==> src/logic/adc_readout_defs.vh <==
`ifndef ADC_READOUT_DEFS_VH
`define ADC_READOUT_DEFS_VH

// Frame geometry
`define STATUS_BITS 24
`define WIDE_BITS 24
`define NARROW_BITS 16
`define MAX_CHANNELS 8
`define FRAME_BITS 216
`define STATUS_PREAMBLE 4'hc

// Clipping codes of a 24-bit two's-complement result
`define CODE_MAX 24'h7fffff
`define CODE_MIN 24'h800000

// Rate selections that give the short result words
`define DR_FASTEST 3'h0
`define DR_SECOND 3'h1

// Opcodes (full byte); start and stop decode on seven bits
`define OP_START 8'h08
`define OP_STOP 8'h0a
`define OP_READ_CONT 8'h10
`define OP_STOP_READ_CONT 8'h11
`define OP_READ_ONCE 8'h12
`define OP_EARLY_BIT 3'h6
`define OP_LAST_BIT 3'h7

// Timing in master-clock periods
`define START_MIN_TICKS 2'h2
`define STOP_SETUP_TICKS 16'h0010
`define PERIOD_HR_BASE 16'h0040
`define PERIOD_LP_BASE 16'h0080

// First-result settling, high-resolution operation
`define SETTLE_HR_0 16'h0128
`define SETTLE_HR_1 16'h0248
`define SETTLE_HR_2 16'h0488
`define SETTLE_HR_3 16'h0908
`define SETTLE_HR_4 16'h1208
`define SETTLE_HR_5 16'h2408
`define SETTLE_HR_6 16'h4808

// First-result settling, low-power operation
`define SETTLE_LP_0 16'h0248
`define SETTLE_LP_1 16'h0488
`define SETTLE_LP_2 16'h0908
`define SETTLE_LP_3 16'h1208
`define SETTLE_LP_4 16'h2408
`define SETTLE_LP_5 16'h4808
`define SETTLE_LP_6 16'h9008

`endif

==> src/logic/adc_conversion_readout_control.v <==
`timescale 1ns/100ps
`include "adc_readout_defs.vh"

// What this block does
// - Ready output falls on fresh results, ignores select
// - First serial falling edge returns ready high
// - On-demand read survives next ready assertion
// - Output bit changes on rising edge, MSB first
// - Status word first, then channels ascending
// - Powered-down channel keeps slot, reads zero
// - Status word is 24 bits wide
// - Sixteen-bit results at two fastest rates
// - Extra clocks repeat frame when enabled
// - Two's complement results clip at full scale
// - Slowest low bits meaningless at fastest rates
// - Single-shot: one conversion per start, then halt
// - Single-shot ready stays low until clocked
// - Every start resets the decimation filter
// - Continuous conversions run until stopped
// - Stop lets conversion in progress finish
// - Start and stop act on seventh falling edge
// - First result waits rate-dependent settling time
// - Single-shot select is config four bit three
module adc_conversion_readout_control #(
   parameter CHANNELS = 8,
   parameter RAW_W = 26,
   parameter MCLK_DIV = 49
) (
   // Clock and reset
   input wire clk,
   input wire reset_n,
   // Serial port from the host
   input wire sclk,
   input wire cs_n,
   input wire din,
   output reg dout,
   output wire dout_oe,
   // Conversion control pin and ready output
   input wire start_pin,
   output reg data_ready_n,
   // Configuration levels
   input wire single_conversion_mode,
   input wire multi_readback_enable,
   input wire [2:0] decimation_rate_sel,
   input wire low_power_mode,
   input wire [CHANNELS-1:0] channel_powered_down,
   // Converter results and status sources
   input wire [CHANNELS*RAW_W-1:0] raw_results,
   input wire [7:0] leadoff_status_pos,
   input wire [7:0] leadoff_status_neg,
   input wire [3:0] gpio_level,
   // Observed state
   output wire converting,
   output reg read_continuous
);

   localparam ST_IDLE = 3'b001;
   localparam ST_SETTLE = 3'b010;
   localparam ST_RUN = 3'b100;
   localparam [7:0] DIV_LAST = MCLK_DIV - 1;
   localparam [7:0] LEN_NARROW = `STATUS_BITS + CHANNELS * `NARROW_BITS;
   localparam [7:0] LEN_WIDE = `STATUS_BITS + CHANNELS * `WIDE_BITS;

   // Synchronised pins
   wire [3:0] pin_level;
   wire [3:0] pin_rise;
   wire [3:0] pin_fall;
   wire sclk_rise;
   wire sclk_fall;
   wire cs_low;
   wire din_s;
   wire start_level;

   // Master-clock divider
   reg [7:0] div_cnt;
   reg mclk_tick;

   // Conversion sequencing
   reg [2:0] state;
   reg [15:0] conv_cnt; // Master ticks left in this conversion
   reg stop_now; // Halt after the current result
   reg stop_late; // Halt after the next result
   reg [1:0] start_hi; // Ticks the start pin has been high
   reg [15:0] settle_ticks;
   reg [15:0] period_ticks;
   wire start_go;
   wire stop_req;
   wire result_evt;

   // Opcode receiver
   reg [6:0] cmd_sh;
   reg [2:0] cmd_bit;
   reg op_start;
   reg op_stop;
   wire [7:0] cmd_byte;

   // Frame assembly and shifting
   wire [CHANNELS*24-1:0] clipped;
   wire [`STATUS_BITS-1:0] status_word;
   wire [8*24-1:0] res_wide;
   wire [CHANNELS*24+8*24-1:0] res_pad; // Slots, then zero padding
   wire [8*16-1:0] res_narrow;
   wire [`FRAME_BITS-1:0] frame_now;
   wire narrow;
   wire [7:0] frame_len;
   reg [`FRAME_BITS-1:0] frame_hold;
   reg [`FRAME_BITS-1:0] shreg;
   reg frame_valid;
   reg [7:0] bit_idx;
   wire mid_frame;

   pin_sync #(
      .WIDTH(4)
   ) u_sync (
      .clk(clk),
      .reset_n(reset_n),
      .pin({start_pin, din, cs_n, sclk}),
      .level(pin_level),
      .rise(pin_rise),
      .fall(pin_fall)
   );

   assign sclk_rise = pin_rise[0];
   assign sclk_fall = pin_fall[0];
   assign cs_low = ~pin_level[1];
   assign din_s = pin_level[2];
   assign start_level = pin_level[3];

   result_clip #(
      .CHANNELS(CHANNELS),
      .RAW_W(RAW_W)
   ) u_clip (
      .raw(raw_results),
      .channel_off(channel_powered_down),
      .clipped(clipped)
   );

   // Divider makes the converter master-clock rate as an enable
   always @(posedge clk or negedge reset_n) begin
      if (!reset_n) begin
         div_cnt <= 8'h00;
         mclk_tick <= 1'b0;
      end else if (div_cnt == DIV_LAST) begin
         div_cnt <= 8'h00;
         mclk_tick <= 1'b1;
      end else begin
         div_cnt <= div_cnt + 8'h01;
         mclk_tick <= 1'b0;
      end
   end

   // Settling and result period chosen from rate and power mode
   always @* begin
      case ({low_power_mode, decimation_rate_sel})
         4'h0: settle_ticks = `SETTLE_HR_0;
         4'h1: settle_ticks = `SETTLE_HR_1;
         4'h2: settle_ticks = `SETTLE_HR_2;
         4'h3: settle_ticks = `SETTLE_HR_3;
         4'h4: settle_ticks = `SETTLE_HR_4;
         4'h5: settle_ticks = `SETTLE_HR_5;
         4'h8: settle_ticks = `SETTLE_LP_0;
         4'h9: settle_ticks = `SETTLE_LP_1;
         4'ha: settle_ticks = `SETTLE_LP_2;
         4'hb: settle_ticks = `SETTLE_LP_3;
         4'hc: settle_ticks = `SETTLE_LP_4;
         4'hd: settle_ticks = `SETTLE_LP_5;
         4'he: settle_ticks = `SETTLE_LP_6;
         default: settle_ticks = `SETTLE_HR_6;
      endcase
      period_ticks = low_power_mode ?
         (`PERIOD_LP_BASE << decimation_rate_sel) :
         (`PERIOD_HR_BASE << decimation_rate_sel);
   end

   // Start pin must stay high two master periods before it counts
   always @(posedge clk or negedge reset_n) begin
      if (!reset_n) begin
         start_hi <= 2'h0;
      end else if (!start_level) begin
         start_hi <= 2'h0;
      end else if (mclk_tick && start_hi != `START_MIN_TICKS) begin
         start_hi <= start_hi + 2'h1;
      end
   end

   // Qualified start edge and opcodes; any start outranks a stop
   assign start_go = op_start | (mclk_tick &&
      start_hi == `START_MIN_TICKS - 2'h1);
   assign stop_req = op_stop | pin_fall[3];
   assign result_evt = mclk_tick && state != ST_IDLE &&
      conv_cnt == 16'h0001;
   assign converting = ~state[0];

   // Conversion sequencer and ready output share one process so the
   // ready flag has a single owner
   always @(posedge clk or negedge reset_n) begin
      if (!reset_n) begin
         state <= ST_IDLE;
         conv_cnt <= 16'h0000;
         stop_now <= 1'b0;
         stop_late <= 1'b0;
         data_ready_n <= 1'b1;
      end else begin
         if (start_go) begin
            // Each start restarts the filter and its settling
            state <= ST_SETTLE;
            conv_cnt <= settle_ticks;
            stop_now <= 1'b0;
            stop_late <= 1'b0;
            data_ready_n <= 1'b1;
         end else begin
            if (stop_req && state != ST_IDLE) begin
               // Too close to the result: one more conversion runs
               if (conv_cnt > `STOP_SETUP_TICKS) begin
                  stop_now <= 1'b1;
               end else begin
                  stop_late <= 1'b1;
               end
            end
            case (state)
               ST_IDLE: begin
                  conv_cnt <= 16'h0000;
               end
               ST_SETTLE, ST_RUN: begin
                  if (result_evt) begin
                     if (single_conversion_mode || stop_now) begin
                        state <= ST_IDLE;
                     end else begin
                        state <= ST_RUN;
                        conv_cnt <= period_ticks;
                        stop_now <= stop_late;
                        stop_late <= 1'b0;
                     end
                  end else if (mclk_tick) begin
                     conv_cnt <= conv_cnt - 16'h0001;
                  end
               end
               default: begin
                  state <= ST_IDLE;
               end
            endcase
            // Fresh results win over a clock edge in the same cycle;
            // otherwise ready holds until the host clocks
            if (result_evt) begin
               data_ready_n <= 1'b0;
            end else if (sclk_fall) begin
               data_ready_n <= 1'b1;
            end
         end
      end
   end

   // Opcode bits are taken on falling edges while selected
   assign cmd_byte = {cmd_sh, din_s};
   always @(posedge clk or negedge reset_n) begin
      if (!reset_n) begin
         cmd_sh <= 7'h00;
         cmd_bit <= 3'h0;
         op_start <= 1'b0;
         op_stop <= 1'b0;
      end else begin
         op_start <= 1'b0;
         op_stop <= 1'b0;
         if (!cs_low) begin
            cmd_bit <= 3'h0;
         end else if (sclk_fall) begin
            cmd_sh <= cmd_byte[6:0];
            cmd_bit <= cmd_bit + 3'h1;
            // Start and stop act before the final bit arrives
            if (cmd_bit == `OP_EARLY_BIT) begin
               op_start <= (cmd_byte[6:0] == `OP_START >> 1);
               op_stop <= (cmd_byte[6:0] == `OP_STOP >> 1);
            end
         end
      end
   end

   // Status word and channel slots, channel 1 leading
   assign status_word = {`STATUS_PREAMBLE, leadoff_status_pos,
      leadoff_status_neg, gpio_level};
   // Padding kept apart so an eight-channel build has no empty repeat
   assign res_pad = {clipped, {(8*24){1'b0}}};
   assign res_wide = res_pad[CHANNELS*24+8*24-1 -: 8*24];
   genvar g;
   generate
      for (g = 0; g < 8; g = g + 1) begin : g_narrow
         // Short words keep the top of each result
         assign res_narrow[g*16 +: 16] = res_wide[g*24+8 +: 16];
      end
   endgenerate

   // Short words only at the two fastest rates; the low bits at those
   // rates carry little information and are dropped
   assign narrow = decimation_rate_sel == `DR_FASTEST ||
      decimation_rate_sel == `DR_SECOND;
   assign frame_now = narrow ?
      {status_word, res_narrow, 64'h0} :
      {status_word, res_wide};
   assign frame_len = narrow ?
      LEN_NARROW :
      LEN_WIDE;
   assign mid_frame = bit_idx != 8'h00;
   assign dout_oe = cs_low;

   // Readout shifter: loads a snapshot, then shifts on rising edges so
   // a new result never disturbs bits already on their way out
   always @(posedge clk or negedge reset_n) begin
      if (!reset_n) begin
         frame_hold <= {`FRAME_BITS{1'b0}};
         shreg <= {`FRAME_BITS{1'b0}};
         frame_valid <= 1'b0;
         bit_idx <= 8'h00;
         dout <= 1'b0;
         read_continuous <= 1'b1;
      end else begin
         if (result_evt && !mid_frame) begin
            frame_hold <= frame_now;
            if (read_continuous) begin
               shreg <= frame_now;
               frame_valid <= 1'b1;
            end
         end
         if (!cs_low && mid_frame) begin
            // A cut frame restarts from its top on the next select
            bit_idx <= 8'h00;
            shreg <= frame_hold;
         end
         if (cs_low && sclk_fall && cmd_bit == `OP_LAST_BIT) begin
            if (cmd_byte == `OP_READ_ONCE) begin
               shreg <= frame_hold;
               frame_valid <= 1'b1;
            end
            if (cmd_byte == `OP_READ_CONT) begin
               read_continuous <= 1'b1;
            end
            if (cmd_byte == `OP_STOP_READ_CONT) begin
               read_continuous <= 1'b0;
            end
         end
         if (cs_low && sclk_rise && frame_valid) begin
            dout <= shreg[`FRAME_BITS-1];
            shreg <= {shreg[`FRAME_BITS-2:0], 1'b0};
            if (bit_idx == frame_len - 8'h01) begin
               bit_idx <= 8'h00;
               if (multi_readback_enable) begin
                  shreg <= frame_hold;
               end else begin
                  frame_valid <= 1'b0;
               end
            end else begin
               bit_idx <= bit_idx + 8'h01;
            end
         end else if (!frame_valid) begin
            dout <= 1'b0;
         end
      end
   end

endmodule

==> src/logic/pin_sync.v <==
`timescale 1ns/100ps
// Two-stage synchroniser for a group of pin inputs, with edge detection
// taken only from the second stage.
module pin_sync #(
   parameter WIDTH = 4
) (
   // Clock and reset
   input wire clk,
   input wire reset_n,
   // Raw pins
   input wire [WIDTH-1:0] pin,
   // Synchronised level and edges
   output reg [WIDTH-1:0] level,
   output wire [WIDTH-1:0] rise,
   output wire [WIDTH-1:0] fall
);

   reg [WIDTH-1:0] meta; // First stage, read by the second stage only
   reg [WIDTH-1:0] prev; // Last level, for edge detection

   // Shift the pins through two stages and keep one older sample
   always @(posedge clk or negedge reset_n) begin
      if (!reset_n) begin
         meta <= {WIDTH{1'b0}};
         level <= {WIDTH{1'b0}};
         prev <= {WIDTH{1'b0}};
      end else begin
         meta <= pin;
         level <= meta;
         prev <= level;
      end
   end

   assign rise = level & ~prev;
   assign fall = ~level & prev;

endmodule

==> src/logic/result_clip.v <==
`timescale 1ns/100ps
`include "adc_readout_defs.vh"
// Saturates raw filter outputs to 24-bit two's complement and zeroes
// the slots of powered-down channels.
module result_clip #(
   parameter CHANNELS = 8,
   parameter RAW_W = 26
) (
   // Raw signed results, channel 1 in the top slot
   input wire [CHANNELS*RAW_W-1:0] raw,
   // Per-channel power-down, bit 0 is channel 1
   input wire [CHANNELS-1:0] channel_off,
   // Clipped results, channel 1 in the top slot
   output wire [CHANNELS*24-1:0] clipped
);

   genvar i;
   generate
      for (i = 0; i < CHANNELS; i = i + 1) begin : g_ch
         wire [RAW_W-1:0] r;
         wire over; // Above largest positive code
         wire under; // Below most negative code
         assign r = raw[(CHANNELS-1-i)*RAW_W +: RAW_W];
         // Upper bits must all equal the 24-bit sign, else out of range
         assign over = ~r[RAW_W-1] & (|r[RAW_W-2:23]);
         assign under = r[RAW_W-1] & ~(&r[RAW_W-2:23]);
         assign clipped[(CHANNELS-1-i)*24 +: 24] =
            channel_off[i] ? 24'h000000 :
            over ? `CODE_MAX :
            under ? `CODE_MIN :
            r[23:0];
      end
   endgenerate

endmodule

==> config.mk <==
export PLATFORM = sky130hd
export DESIGN_NAME = adc_conversion_readout_control
export DESIGN_NICKNAME = d
export VERILOG_FILES = /design/src/logic/adc_conversion_readout_control.v /design/src/logic/pin_sync.v /design/src/logic/result_clip.v
export VERILOG_INCLUDE_DIRS = /design/src /design/src/logic
export SDC_FILE = /design/constraint.sdc
export NUM_CORES = 1
export LEC_CHECK = 0
export BUFFER_PORTS_ARGS = -buffer_cell sky130_fd_sc_hd__buf_4
export CORE_AREA = 5 5 295 239
export DETAILED_ROUTE_END_ITERATION = 8
export DIE_AREA = 0 0 300 244
export HOLD_SLACK_MARGIN = 0.06
export PLACE_DENSITY_LB_ADDON = 0.3
export SLEW_MARGIN = 40
export SYNTH_ARGS = -nofsm -noshare
export SYNTH_HDL_FRONTEND = slang
export SYNTH_SLANG_ARGS = --single-unit
==> constraint.sdc <==
create_clock -name clk -period 5.95 [get_ports clk]
set_input_delay 0.595 -clock clk [delete_from_list [all_inputs] [get_ports clk]]
set_output_delay 0.595 -clock clk [all_outputs]
set_load 0.005 [all_outputs]
# Word level (Yosys, flattened, before mapping)
# Memories as Yosys holds them, arrays and structs flattened.
# Index checks and enable logic that the tools add are counted.
[totals]
register_bits = 499
romBits = 176
output_inout_bits = 5
mem_count = 1
[memory_table]
columns = ["memory", "words", "width", "rd", "rd_clocked_by_memory_dff", "write_ports", "line_no", "source"]
rows = [
  ["(name not given)", 16, 11, 1, 0, 0, "adc_conversion_readout_control.v:154", "case ({low_power_mode, decimation_rate_sel})"],
]
[op_classes]
add_sub_neg = 6
magnitude_cmp = 1
eq_ne = 23
n_shift = 2
n_mux = 85
bitwise_logic = 40
reduce_logical = 42
[ops]
columns = ["cell", "n"]
rows = [
  ["216-bit two-way mux", 8],
  ["24-bit two-way mux", 24],
  ["176-bit two-way mux", 1],
  ["16-bit two-way mux", 5],
  ["1-bit two-way mux", 33],
  ["8-bit two-way mux", 4],
  ["16-bit one-hot mux with 2 select lines", 1],
  ["8-bit by 5-bit == test with 1-bit output, second input constant", 3],
  ["2-bit AND reduction", 11],
  ["1-bit inverter", 19],
  ["2-bit OR reduction", 9],
  ["1-bit AND", 17],
  ["8-bit by 1-bit adder with 8-bit output, second input constant", 2],
  ["16-bit by 1-bit == test with 1-bit output, second input constant", 1],
  ["16-bit by 5-bit > comparator with 1-bit output, second input constant", 1],
  ["7-bit by 3-bit << shifter with 16-bit output, first input constant", 1],
  ["8-bit by 3-bit << shifter with 16-bit output, first input constant", 1],
  ["16-bit by 1-bit subtractor with 16-bit output, second input constant", 1],
  ["3-bit two-way mux", 5],
  ["7-bit by 3-bit == test with 1-bit output, second input constant", 2],
  ["1-bit logical AND", 11],
  ["3-bit == test, second input constant", 3],
  ["8-bit by 6-bit == test with 1-bit output, second input constant", 1],
  ["8-bit == test", 1],
  ["24 further kinds", 34],
]

# Depth between registers and ports, before layout
# Gate-level depths: netlist of the first run.
[logic_depth]
word_depth = 13
mapped_depth = 11

# Hierarchy
# Synthesis of the first run repeated with hierarchy kept, for this count alone.
[unflattened]
cells_unflattened = 3016
hier_area_um2 = 28401.0
[modules_own_cells]
columns = ["mod", "n_inst", "cells_per_inst", "area_per_inst_um2", "seq_area_each_um2"]
rows = [
  ["adc_conversion_readout_control", 1, 2532, 23438.7, 12140.4],
  ["result_clip", 1, 464, 4591.9, 0.0],
  ["pin_sync", 1, 20, 370.4, 300.3],
]

# Least setup slack after synthesis of the first run
# No wires, ideal clock.
[synth_path]
kind = "register -> register"
start = "register cmd_bit[1]"
end = "register shreg[100]"
setup_time_ps = 141
t_arrival_ps = 2229
required_time_ps = 5809
setup_slack_ps = 3580
path_stages_with_launch = 11
path_buffers = 2
path_cell_list = "dfrtp_1 > ha_1 > ha_1 > or4bb_1 > nor4_4 > nor3_2 > a21o_1 > buf_4 > buf_6 > o22ai_1 > a31oi_1"
[synth_via]
elab_chain_len = 4
[synth_lines]
columns = ["element", "line_no", "source"]
rows = [
  ["from (decl)", "adc_conversion_readout_control.v:92", "reg [2:0] cmd_bit;"],
  ["from (signal assigned)", "adc_conversion_readout_control.v:268", "cmd_bit <= cmd_bit + 3'h1;"],
  ["3-bit == test (no line)", "-", ""],
  ["1-bit logical AND (no line)", "-", ""],
  ["216-bit two-way mux", "adc_conversion_readout_control.v:328", "if (cs_low && sclk_fall && cmd_bit == `OP_LAST_BIT) begin"],
  ["216-bit two-way mux", "adc_conversion_readout_control.v:340", "if (cs_low && sclk_rise && frame_valid) begin"],
  ["to (signal assigned)", "adc_conversion_readout_control.v:326", "shreg <= frame_hold;"],
  ["to (signal assigned)", "adc_conversion_readout_control.v:330", "shreg <= frame_hold;"],
  ["to (signal assigned)", "adc_conversion_readout_control.v:342", "shreg <= {shreg[`FRAME_BITS-2:0], 1'b0};"],
  ["to (decl)", "adc_conversion_readout_control.v:107", "reg [`FRAME_BITS-1:0] shreg;"],
]
# Every way passes these cells.
# A chain may end at the register's enable or synchronous reset.

# Worst setup path in the final report of the first run
[layout_path]
start = "register u_sync.level[1]"
end = "register shreg[145]"
[layout_via]
elab_chain_len = 5
word_cells_on_any_way = 10
[layout_lines]
columns = ["element", "line_no", "source"]
rows = [
  ["from (decl)", "pin_sync.v:13", "output reg [WIDTH-1:0] level,"],
  ["from (signal assigned)", "pin_sync.v:25", "level <= {WIDTH{1'b0}};"],
  ["from (signal assigned)", "pin_sync.v:29", "level <= meta;"],
  ["1-bit logical AND or 1-bit inverter (tied branches)", "-", ""],
  ["216-bit two-way mux or 1-bit logical AND (tied branches)", "adc_conversion_readout_control.v:323, adc_conversion_readout_control.v:328", ""],
  ["216-bit two-way mux or 1-bit logical AND (tied branches)", "-", ""],
  ["216-bit two-way mux", "adc_conversion_readout_control.v:328", ""],
  ["216-bit two-way mux *", "adc_conversion_readout_control.v:340", ""],
]
# Mark *: on every way between the ends. The rest lies on a longest branch, timed or not.

==> metrics.md, run 1 <==
| Metric | Value |
|---|---|
| DPL Wire Length | `52560 µm` |
| Netlist Area Pre-Place | `0.02523 mm²` |
| Hold Crit Class | `primary input to flop` |
| Core ar. | `0.06700 mm²` |
| Relative slew slack | `0.4311` |
| Iter 0 DRT Violations | `2267` |
| Setup tns final | `0 ns` |
| Mean post-synth cell area | `9.329 µm²` |
| Slowest Stage Delay on Critical Path | `0.65 ns` |
| Least-Margin Pin Slew | `0.8533 ns` |
| Vias in the first global route | `21630` |
| WP data arrival | `4.03 ns` |
| Post-Route WL | `79800 µm` |
| First-pass GRT wire length | `124400 µm` |
| Synth Net Count | `~3000` |
| Max Buffers Root-to-Sink | `3` |
| Input/output buffers | `252` |
| Reg area | `0.01239 mm²` |
| Die area | `0.07320 mm²` |
| Crit path launch | `u_sync.level[1]$_DFF_PN0_` |
| All-Layer GR Usage | `0.2090` |
| H-Tree Level Count | `2` |
| Worst setup SP type | `flop` |
| FF+latch count, synth | `495` |
| Fin crit period | `3.512 ns` |
| Area delta synth->final | `16.56%` |
| Drt drc | `0` |
| Worst-path fanout max | `about 160` |
| Area of the multi-input gates | `0.01176 mm²` |
| Fin crit share | `0.5902` |
| Dpl cells | `3619` |
| RSZ-0062 raised after global routing | `false` |
| Post-place setup slack | `2.403 ns` |
| Outcome | `finished, final reports clean` |
| FILL cells | `6356` |
| Skew-Pair Late Insertion Delay | `0.61 ns` |
| Pin count of the biggest net entering global routing | `172` |
| Post-synth EDFFs | `0` |
| Initial antenna violation count | `1` |
| GR Overflow Total | `0` |
| Layout cells sized above 1 | `0.2083` |
| Fraction of registers with async set/reset | `1.000` |
| Placement Rows | `85` |
| Avg WL per Cell | `21.47 µm` |
| Fin cells | `around 3700` |
| Routed wl met3 | `6852 µm` |
| Hold path start | `start_pin` |
| Syn Inst Count | `2705` |
| Worst-path clk slew | `0.06 ns` |
| Sequential-to-total area share from yosys stat | `0.4910` |
| PD cells | `354.3 mW/mm²` |
| CTS Buf Count | `53` |
| CP cell instances | `nor3b_1 > and2_1 > a21o_4 > buf_12 > o22ai_1 > a31oi_1` |
| WL met2 | `36080 µm` |
| # IOs | `253` |
| Clock Root Buffer | `clkbuf_16` |
| Sink Count | `495` |
| Max cap viols | `0` |
| Post-route ant nets | `0` |
| Critical-path top delay cell | `buf_12` |
| Highest routed layer | `met5` |
| Worst setup EP type | `flop` |
| Leak | `0.01300 µW` |
| Final-stage net count | `3071` |
| VDD IR-drop max | `around 220 µV` |
| Pre-antenna DRT Iters | `6` |
| Reg2Reg Depth | `6` |
| Horiz. Die Dim | `300 µm` |
| Crit path max-delay family | `simple AND/OR/NAND/NOR gates` |
| Antenna cells | `0` |
| Yosys cell types | `64` |
| Starting density of the core | `0.3766` |
| Final setup margin | `2.438 ns` |
| Dpl cell area | `roughly 0.028 mm²` |
| Final slew viol count | `0` |
| CP required | `6.47 ns` |
| Via count | `around 22000` |
| Post-CTS setup buffer count | `0` |
| M1 WL | `34800 µm` |
| Critical path type | `flop to flop` |
| FF-to-FF Start | `u_sync.level[1]$_DFF_PN0_` |
| GPL Wtd Cong | `0.9042` |
| Critical path depth | `6` |
| Final hold vios | `0` |
| Final setup fails | `0` |
| DIE HEIGHT | `about 240 µm` |
| Via density | `5.902` |
| Worst-case clock skew | `between 0.04 and 0.05 ns` |
| Cell area after layout | `0.02941 mm²` |
| Synth Warn # | `0` |
| Ys flop type | `dfrtp_1` |
| Buf+Inv Stages, Crit Path | `1` |
| CTS tree | `done` |
| Hold Path Stages | `1` |
| Fmax | `0.2848 GHz` |
[routing by layer]
layer,GRT usage,vias up
li1,-,10000
met5,0,-
met3,0.05161,129
met2,0.3228,877
met4,0.05778,2
met1,0.2947,10930
[Yosys cell counts (all sizes together) (13+ instances only)]
library cell / n / area share
mux2: 178 / 0.079
o32ai: 36 / 0.012
o211ai: 45 / 0.013
buf: 87 / 0.021
or3: 16 / 0.0040
clkbuf: 146 / 0.022
a31oi: 120 / 0.030
nor2: 327 / 0.049
nand3: 25 / 0.0050
o21ai: 188 / 0.037
dfrtp: 492 / 0.49
a21oi: 69 / 0.014
o221a: 99 / 0.044
ha: 17 / 0.0084
nand2b: 13 / 0.0032
nor3: 60 / 0.012
nand2: 468 / 0.070
inv: 23 / 0.0034
o22ai: 183 / 0.045
[placed cells by master, fill, tap and decap left out, drive strengths merged, types with 6 or more instances in the layout]
master | Yosys | final
a21oi | 69 | 69
buf | 87 | 278
nand3 | 25 | 25
nor2 | 327 | 327
a21o | 6 | 6
inv | 23 | 24
o211ai | 45 | 45
ha | 17 | 17
mux2i | 6 | 6
o32ai | 36 | 36
or2 | 6 | 6
o21ai | 188 | 188
o221a | 99 | 99
nor2b | 7 | 7
nor3 | 60 | 60
a31oi | 120 | 120
and3 | 8 | 8
dfrtp | 492 | 492
clkbuf | 146 | 77
o22ai | 183 | 183
xnor2 | 8 | 8
nand2b | 13 | 13
clkinv | 0 | 11
or3 | 16 | 16
nand4 | 9 | 9
nand2 | 468 | 468
mux2 | 178 | 178
[area by class of cell]
cell class	count	area share
clock buffers	77	0.05300
flip-flops and latches	495	0.4213
inverters	23	0.002935
clock inverters	19	0.007785
well taps	870	0.03701
repair buffers	279	0.07806
multi-input cells	1954	0.3999
[power breakdown]
| group | switching [µW] | internal (µW) |
|---|---|---|
| clock | 1390 | 2030 |
| combinational | 1350 | 1050 |
| sequential | 472 | 4130 |
[path summary, 6_finish.rpt]
kind	slack (ns)	to
worst min register to register	0.33	u_sync.level[3]$_DFF_PN0_
min in group asynchronous	0.56	u_sync.level[2]$_DFF_PN0_
worst max register to register	2.44	shreg[145]$_DFF_PN0_
worst min-delay path	0.12	u_sync.meta[3]$_DFF_PN0_
worst max-delay path	2.44	shreg[145]$_DFF_PN0_
max in group asynchronous	4.26	frame_hold[140]$_DFFE_PN0N_
[kinds of logic (layout without fill, tap and decap cells)]
logic type	count (synthesis)	count (layout)	share of synthesized area
AOI/OAI and AO/OA	775	775	0.2078
DFF	495	495	0.4910
and+or+nand+nor	967	967	0.1606
buffers and inverters	256	398	0.04656
muxes	184	184	0.08181
xor gates and xnor gates	11	11	0.003818
adders and majority gates	17	17	0.008429
[flip-flops by register name, indices dropped and copies added (netlist names), 2 cells and up]
name / cells
shreg: 216
div_cnt: 8
state: 3
u_sync.level: 4
u_sync.meta: 4
u_sync.prev: 2
conv_cnt: 16
cmd_sh: 7
start_hi: 2
cmd_bit: 3
frame_hold: 213
bit_idx: 8
[timing repair]
| action | 4_1_cts | 5_1_grt |
|---|---|---|
| gates resized for setup | 0 | 0 |
| endpoints found under the hold margin | 50 | 0 |
| hold buffers | 1 | 0 |
| endpoints found under the setup margin | 0 | 0 |
[worst register-to-register path, cell delays in order (launching register included)]
cell	delay [ns]
dfrtp_1	0.45
nor3b_1	0.51
and2_1	0.63
a21o_4	0.64
buf_12	0.66
o22ai_1	0.37
a31oi_1	0.22
[per-stage QoR]
stage | utilization | total power, µW | hold slack [ns]
floorplan | - | 6243 | 0.2994
global placement | 0.4098 | 6887 | 0.3340
detailed placement | 0.4116 | 7013 | 0.3379
CTS | 0.4385 | 10470 | 0.08406
global route | 0.4390 | 10950 | 0.08685
finish | 0.4390 | 10420 | 0.1236
Power figures use the tool's default switching activity.
==> inputs of run 2 (changes only) <==
==> constraint.sdc (replaced) <==
create_clock -name clk -period 3.09 [get_ports clk]
set_input_delay 0.309 -clock clk [delete_from_list [all_inputs] [get_ports clk]]
set_output_delay 0.309 -clock clk [all_outputs]
set_load 0.005 [all_outputs]
==> metrics.md, run 2 (synthesis gave the netlist of run 1 again) <==
| Metric | Value |
|---|---|
| CTS tree | `done (unchanged)` |
| Buf+Inv Stages, Crit Path | `1 (unchanged)` |
| Post-route ant nets | `0 (unchanged)` |
| Fin crit share | `0.8970 (was 0.5902)` |
| Post-CTS setup buffer count | `0 (unchanged)` |
| GR Overflow Total | `0 (unchanged)` |
| Least-Margin Pin Slew | `0.9416 ns (was 0.8533 ns)` |
| Core ar. | `0.06700 mm² (unchanged)` |
| Most Frequent Cell on Critical Path | `ha_1` |
| Largest register FFs | `216 (unchanged)` |
| Post-Route WL | `79410 µm (was 79800 µm)` |
| Sink Count | `495 (unchanged)` |
| Clock Root Buffer | `clkbuf_16 (unchanged)` |
| Post-place setup slack | `0.3630 ns (was 2.403 ns)` |
| Initial antenna violation count | `2 (was 1)` |
| Setup tns final | `0 ns (unchanged)` |
| CTS Buf Count | `53 (unchanged)` |
| # IOs | `253 (unchanged)` |
| Final hold vios | `0 (unchanged)` |
| Final setup fails | `0 (unchanged)` |
| DIE HEIGHT | `244 µm (unchanged)` |
| Top reg by flops | `shreg (unchanged)` |
| Max Buffers Root-to-Sink | `3 (unchanged)` |
| Via density | `5.822 (was 5.902)` |
| DPL Wire Length | `53760 µm (was 52560 µm)` |
| CP required | `3.53 ns (was 6.47 ns)` |
| Worst-path fanout max | `51 (was 158)` |
| Iter 0 DRT Violations | `2280 (was 2267)` |
| Final setup margin | `0.3182 ns (was 2.438 ns)` |
| Pin count of the biggest net entering global routing | `168 (was 172)` |
| Pre-antenna DRT Iters | `6 (unchanged)` |
| Critical path type | `flop to flop (unchanged)` |
| Area delta synth->final | `18.67% (was 16.56%)` |
| Worst-path clk slew | `0.06 ns (about the same)` |
| Placement Rows | `85 (unchanged)` |
| H-Tree Level Count | `2 (unchanged)` |
| Leak | `0.01328 µW (was 0.01300 µW)` |
| PD cells | `666.9 mW/mm² (was 354.3 mW/mm²)` |
| Fmax | `0.3608 GHz (was 0.2848 GHz)` |
| Outcome | `finished, final reports clean (unchanged)` |
| Final slew viol count | `0 (unchanged)` |
| Hold Crit Class | `primary input to flop (unchanged)` |
| FILL cells | `6284 (was 6356)` |
| Horiz. Die Dim | `300 µm (unchanged)` |
| Max cap viols | `0 (unchanged)` |
| Critical-path top delay cell | `or4bb_1 (was buf_12)` |
| Avg WL per Cell | `21.02 µm (was 21.47 µm)` |
| Vias in the first global route | `21960 (was 21630)` |
| WP data arrival | `3.21 ns (was 4.03 ns)` |
| Via count | `21990 (was 21940)` |
| First-pass GRT wire length | `124700 µm (was 124400 µm)` |
| Most common cell after layout, fill and taps aside | `dfrtp_1 (unchanged)` |
| Final-stage net count | `3135 (was 3071)` |
| Crit path max-delay family | `simple AND/OR/NAND/NOR gates (unchanged)` |
| Antenna cells | `0 (unchanged)` |
| Drt drc | `0 (unchanged)` |
| Starting density of the core | `0.3766 (unchanged)` |
| GR Util met2 | `0.3233 (was 0.3228)` |
| Biggest regs | `shreg: 216 flops, frame_hold: 213 flops, conv_cnt: 16 flops (unchanged)` |
| Relative slew slack | `0.3722 (was 0.4311)` |
| Leading cell types in the layout, fill and taps excluded | `492 x dfrtp_1, 467 x nand2_1, 324 x nor2_1 (was 492 x dfrtp_1, 467 x nand2_1, 321 x nor2_1)` |
| Fin crit period | `2.772 ns (was 3.512 ns)` |
| GPL Wtd Cong | `0.9165 (was 0.9042)` |
| Worst setup SP type | `flop (unchanged)` |
| GRT met3 Usage | `0.04664 (was 0.05161)` |
| Skew-Pair Late Insertion Delay | `0.61 ns (about the same)` |
| Worst-case clock skew | `0.02696 ns (was 0.04250 ns)` |
| VDD IR-drop max | `649.6 µV (was 217.3 µV)` |
| Slowest Stage Delay on Critical Path | `0.54 ns (was 0.65 ns)` |
| All-Layer GR Usage | `0.2087 (was 0.2090)` |
| Input/output buffers | `252 (unchanged)` |
| Met1 usage | `0.2942 (was 0.2947)` |
| Worst setup EP type | `flop (unchanged)` |
| Gr busiest metal | `met2 (unchanged)` |
| RSZ-0062 raised after global routing | `false (unchanged)` |
| Layout cells sized above 1 | `0.2122 (was 0.2083)` |
| Die area | `0.07320 mm² (unchanged)` |
| CP cell instances | `ha_1 > ha_1 > or4bb_1 > nor4_4 > nor3_4 > a21o_4 > buf_12 > o22ai_1 > a31oi_1 (was nor3b_1 > and2_1 > a21o_4 > buf_12 > o22ai_1 > a31oi_1)` |
[run 2: worst register-to-register path, delay by kind of cell, from the launching register on]
family	cells	cell delay (ns)
buf+inv	1	0.32
simple gates	3	0.95
flops	1	0.37
fa+ha+maj	2	0.30
compound gates	3	0.67
[run 2: timing repair]
action | CTS | global route
endpoints found under the hold margin | 77 | 0
resized for setup | 0 | 0
hold buffers | 29 | 0
[run 2: power by group]
part	switching, µW	internal [µW]	total, µW
Combinational	2610	2100	4710
Clock	2670	3740	6400
Sequential	908	7950	8860
[run 2: layout make-up]
cell class              instances  area [µm²]  share of cell area
clock inverters                10       151.4            0.005056
flip-flops and latches        495       12390              0.4138
inverters                      23       86.33            0.002883
clock buffers                  82        1575             0.05261
well taps                     870        1089             0.03635
multi-input cells            1954       11740              0.3919
repair buffers                343        2918             0.09744
[run 2: layer usage]
metal | part of all wire | wire length (µm)
met4 | 0.028 | 2237
met2 | 0.45 | 36050
met3 | 0.079 | 6308
met1 | 0.44 | 34780
met5 | 0.00042 | 33
[run 2: stage by stage]
stage	hold WS [ns]	cells	util	total power, µW	cell area [µm²]
6_report	0.08565	3777	0.4469	19970	29950
5_1_grt	0.08961	3777	0.4469	21030	29950
4_1_cts	0.06288	3777	0.4469	20050	29950
3_5_place_dp	0.2911	3656	0.4168	13590	27930
3_3_place_gp	0.2942	3656	0.4168	13350	27930
2_1_floorplan	0.01341	2705	-	12020	25230
[run 2: path summary, 6_finish.rpt]
path / from / end / slack (ns) / cells after the start
max: cmd_bit[1]$_DFFE_PN0P_ / shreg[131]$_DFF_PN0_ / 0.32 / 9
max reg2reg: cmd_bit[1]$_DFFE_PN0P_ / shreg[131]$_DFF_PN0_ / 0.32 / 9
min: raw_results[27] / frame_hold[25]$_DFFE_PN0N_ / 0.09 / 3
min in group asynchronous: reset_n / shreg[200]$_DFF_PN0_ / 0.23 / 2
max in group asynchronous: reset_n / frame_hold[150]$_DFFE_PN0N_ / 1.90 / 4
min reg2reg: u_sync.meta[3]$_DFF_PN0_ / u_sync.level[3]$_DFF_PN0_ / 0.35 / 0
==> inputs of run 3 (changes only) <==
--- a/config.mk
+++ b/config.mk
@@ -7,9 +7,9 @@
 export NUM_CORES = 1
 export LEC_CHECK = 0
 export BUFFER_PORTS_ARGS = -buffer_cell sky130_fd_sc_hd__buf_4
-export CORE_AREA = 5 5 295 239
+export CORE_AREA = 5 5 271 220
 export DETAILED_ROUTE_END_ITERATION = 8
-export DIE_AREA = 0 0 300 244
+export DIE_AREA = 0 0 276 225
 export HOLD_SLACK_MARGIN = 0.06
 export PLACE_DENSITY_LB_ADDON = 0.3
 export SLEW_MARGIN = 40
==> constraint.sdc (replaced) <==
create_clock -name clk -period 3.09 [get_ports clk]
set_input_delay 0.309 -clock clk [delete_from_list [all_inputs] [get_ports clk]]
set_output_delay 0.309 -clock clk [all_outputs]
set_load 0.02 [all_outputs]
==> metrics.md, run 3 (synthesis gave the netlist of run 1 again) <==
| Metric | Value |
|---|---|
| Via count | `22350 (was 21990)` |
| Antenna cells | `0 (unchanged)` |
| Final hold vios | `0 (unchanged)` |
| Critical path type | `flop to flop (unchanged)` |
| Input/output buffers | `252 (unchanged)` |
| Hold Path Stages | `3 (unchanged)` |
| Crit path launch | `cmd_bit[1]$_DFFE_PN0P_ (unchanged)` |
| Placement Rows | `78 (was 85)` |
| Initial antenna violation count | `3 (was 2)` |
| Worst-path fanout max | `56 (was 51)` |
| Core ar. | `0.05641 mm² (was 0.06700 mm²)` |
| Least-Margin Pin Slew | `0.9729 ns (was 0.9416 ns)` |
| Worst setup SP type | `flop (unchanged)` |
| Vias in the first global route | `21900 (was 21960)` |
| Setup tns final | `0 ns (unchanged)` |
| PD cells | `668.7 mW/mm² (was 666.9 mW/mm²)` |
| CTS-repair resized insts | `0 (unchanged)` |
| Max Buffers Root-to-Sink | `3 (unchanged)` |
| Leading cell types in the layout, fill and taps excluded | `492 x dfrtp_1, 467 x nand2_1, 324 x nor2_1 (unchanged)` |
| Die area | `0.06210 mm² (was 0.07320 mm²)` |
| Layout cells sized above 1 | `0.2167 (was 0.2122)` |
| Flop-to-flop setup slack | `0.27 ns (was 0.32 ns)` |
| Drt drc | `0 (unchanged)` |
| Worst-case clock skew | `0.02083 ns (was 0.02696 ns)` |
| GR Overflow Total | `0 (unchanged)` |
| Final setup fails | `0 (unchanged)` |
| VDD IR-drop max | `429.5 µV (was 649.6 µV)` |
| Fmax | `0.3547 GHz (was 0.3608 GHz)` |
| FF-to-FF Start | `cmd_bit[1]$_DFFE_PN0P_ (unchanged)` |
| Area delta synth->final | `18.83% (was 18.67%)` |
| Reg-to-reg endpoint | `shreg[79]$_DFF_PN0_ (was shreg[131]$_DFF_PN0_)` |
| CP required | `3.50 ns (was 3.53 ns)` |
| All-Layer GR Usage | `0.2427 (was 0.2087)` |
| CTS tree | `done (unchanged)` |
| Most common cell after layout, fill and taps aside | `dfrtp_1 (unchanged)` |
| Skew-Pair Late Insertion Delay | `0.61 ns (about the same)` |
| Reg2Reg Depth | `9 (unchanged)` |
| Post-CTS setup buffer count | `0 (unchanged)` |
| Post-cts hold buffer count | `34 (was 29)` |
| Worst-path clk slew | `0.06 ns (about the same)` |
| Final slew viol count | `0 (unchanged)` |
| # IOs | `253 (unchanged)` |
| Outcome | `finished, final reports clean (unchanged)` |
| Hold path start | `raw_results[1] (was raw_results[27])` |
| Max cap viols | `0 (unchanged)` |
| Post-Route WL | `78530 µm (was 79410 µm)` |
| WP data arrival | `3.23 ns (was 3.21 ns)` |
| Relative slew slack | `0.3514 (was 0.3722)` |
| Pre-antenna DRT Iters | `6 (unchanged)` |
| Fin crit share | `0.9124 (was 0.8970)` |
| DIE HEIGHT | `225 µm (was 244 µm)` |
| Hold Path End | `frame_hold[1]$_DFFE_PN0N_ (was frame_hold[25]$_DFFE_PN0N_)` |
| Biggest regs | `shreg: 216 flops, frame_hold: 213 flops, conv_cnt: 16 flops (unchanged)` |
| CTS Buf Count | `51 (was 53)` |
| H-Tree Level Count | `2 (unchanged)` |
| Via density | `6.071 (was 5.822)` |
| RSZ-0062 raised after global routing | `false (unchanged)` |
| FILL cells | `5014 (was 6284)` |
| Power, Total | `20050 µW (was 19970 µW)` |
| Worst setup EP type | `flop (unchanged)` |
| Sink Count | `495 (unchanged)` |
| Final-stage net count | `3147 (was 3135)` |
| Horiz. Die Dim | `276 µm (was 300 µm)` |
| First-pass GRT wire length | `123700 µm (was 124700 µm)` |
| Leak | `0.01338 µW (was 0.01328 µW)` |
| GPL Wtd Cong | `0.8765 (was 0.9165)` |
| Post-route ant nets | `0 (unchanged)` |
| Fin crit period | `2.819 ns (was 2.772 ns)` |
| Iter 0 DRT Violations | `2318 (was 2280)` |
| Final setup margin | `0.2707 ns (was 0.3182 ns)` |
| Post-place setup slack | `0.3373 ns (was 0.3630 ns)` |
| Top reg by flops | `shreg (unchanged)` |
| Clock Root Buffer | `clkbuf_16 (unchanged)` |
| Hold Crit Class | `primary input to flop (unchanged)` |
| Starting density of the core | `0.4473 (was 0.3766)` |
| DPL Wire Length | `52700 µm (was 53760 µm)` |
| Largest register FFs | `216 (unchanged)` |
| Pin count of the biggest net entering global routing | `168 (unchanged)` |
| Avg WL per Cell | `21.33 µm (was 21.02 µm)` |
-- run 3: cell types whose count changed in the layout (fill, tap and decap cells not counted), moves of 3 or more --
cell and delta:
buf_12 +3, dlygate4sd3_1 +5, clkinv_2 +7, clkbuf_1 -7, buf_4 +5
-- run 3: worst max path at each step --
stage,to,slack (ns),cells after the start
finish,shreg[79]$_DFF_PN0_,0.27,9
global route,shreg[119]$_DFF_PN0_,0.13,9
CTS,shreg[80]$_DFF_PN0_,0.30,9
detailed placement,shreg[126]$_DFF_PN0_,0.34,9
global placement,shreg[71]$_DFF_PN0_,0.35,9
floorplan,shreg[100]$_DFF_PN0_,0.72,10
-- run 3: power by group --
group	switching [µW]	internal (µW)
combinational	2640	2130
sequential	927	7950
clock	2680	3720
-- run 3: final cells by class --
type,count,area [µm²],share of cell area
repair buffers,357,3093,0.1032
flip-flops and latches,495,12390,0.4132
clock inverters,17,180.2,0.006009
well taps,760,950.9,0.03171
multi-input cells,1954,11740,0.3914
clock buffers,75,1549,0.05166
inverters,23,86.33,0.002879
-- run 3: critical path, cell delays in order (launching register included) --
cell     delay (ns)
dfrtp_1        0.37
ha_1           0.16
ha_1           0.12
or4bb_1        0.53
nor4_4         0.31
nor3_4         0.10
a21o_4         0.41
buf_4          0.33
o22ai_1        0.15
a31oi_1        0.07
-- run 3: metrics by stage --
stage          cell area, µm²  hold slack (ns)  cells    util
2_1_floorplan           25230          0.01341   2705       -
3_3_place_gp            27890           0.3359   3554  0.4943
3_5_place_dp            27890           0.3356   3554  0.4944
4_1_cts                 29960          0.06685   3680  0.5311
5_1_grt                 29990           0.1149   3681  0.5316
6_report                29990          0.09269   3681  0.5316
-- run 3: routing by layer --
| metal | vias to the layer above | part of all wire | track usage |
|---|---|---|---|
| li1 | 10150 | - | - |
| met1 | 11120 | 0.44 | 0.3470 |
| met2 | 935 | 0.46 | 0.3778 |
| met3 | 142 | 0.073 | 0.04464 |
| met4 | 4 | 0.030 | 0.07876 |
| met5 | - | 0.00028 | 0 |
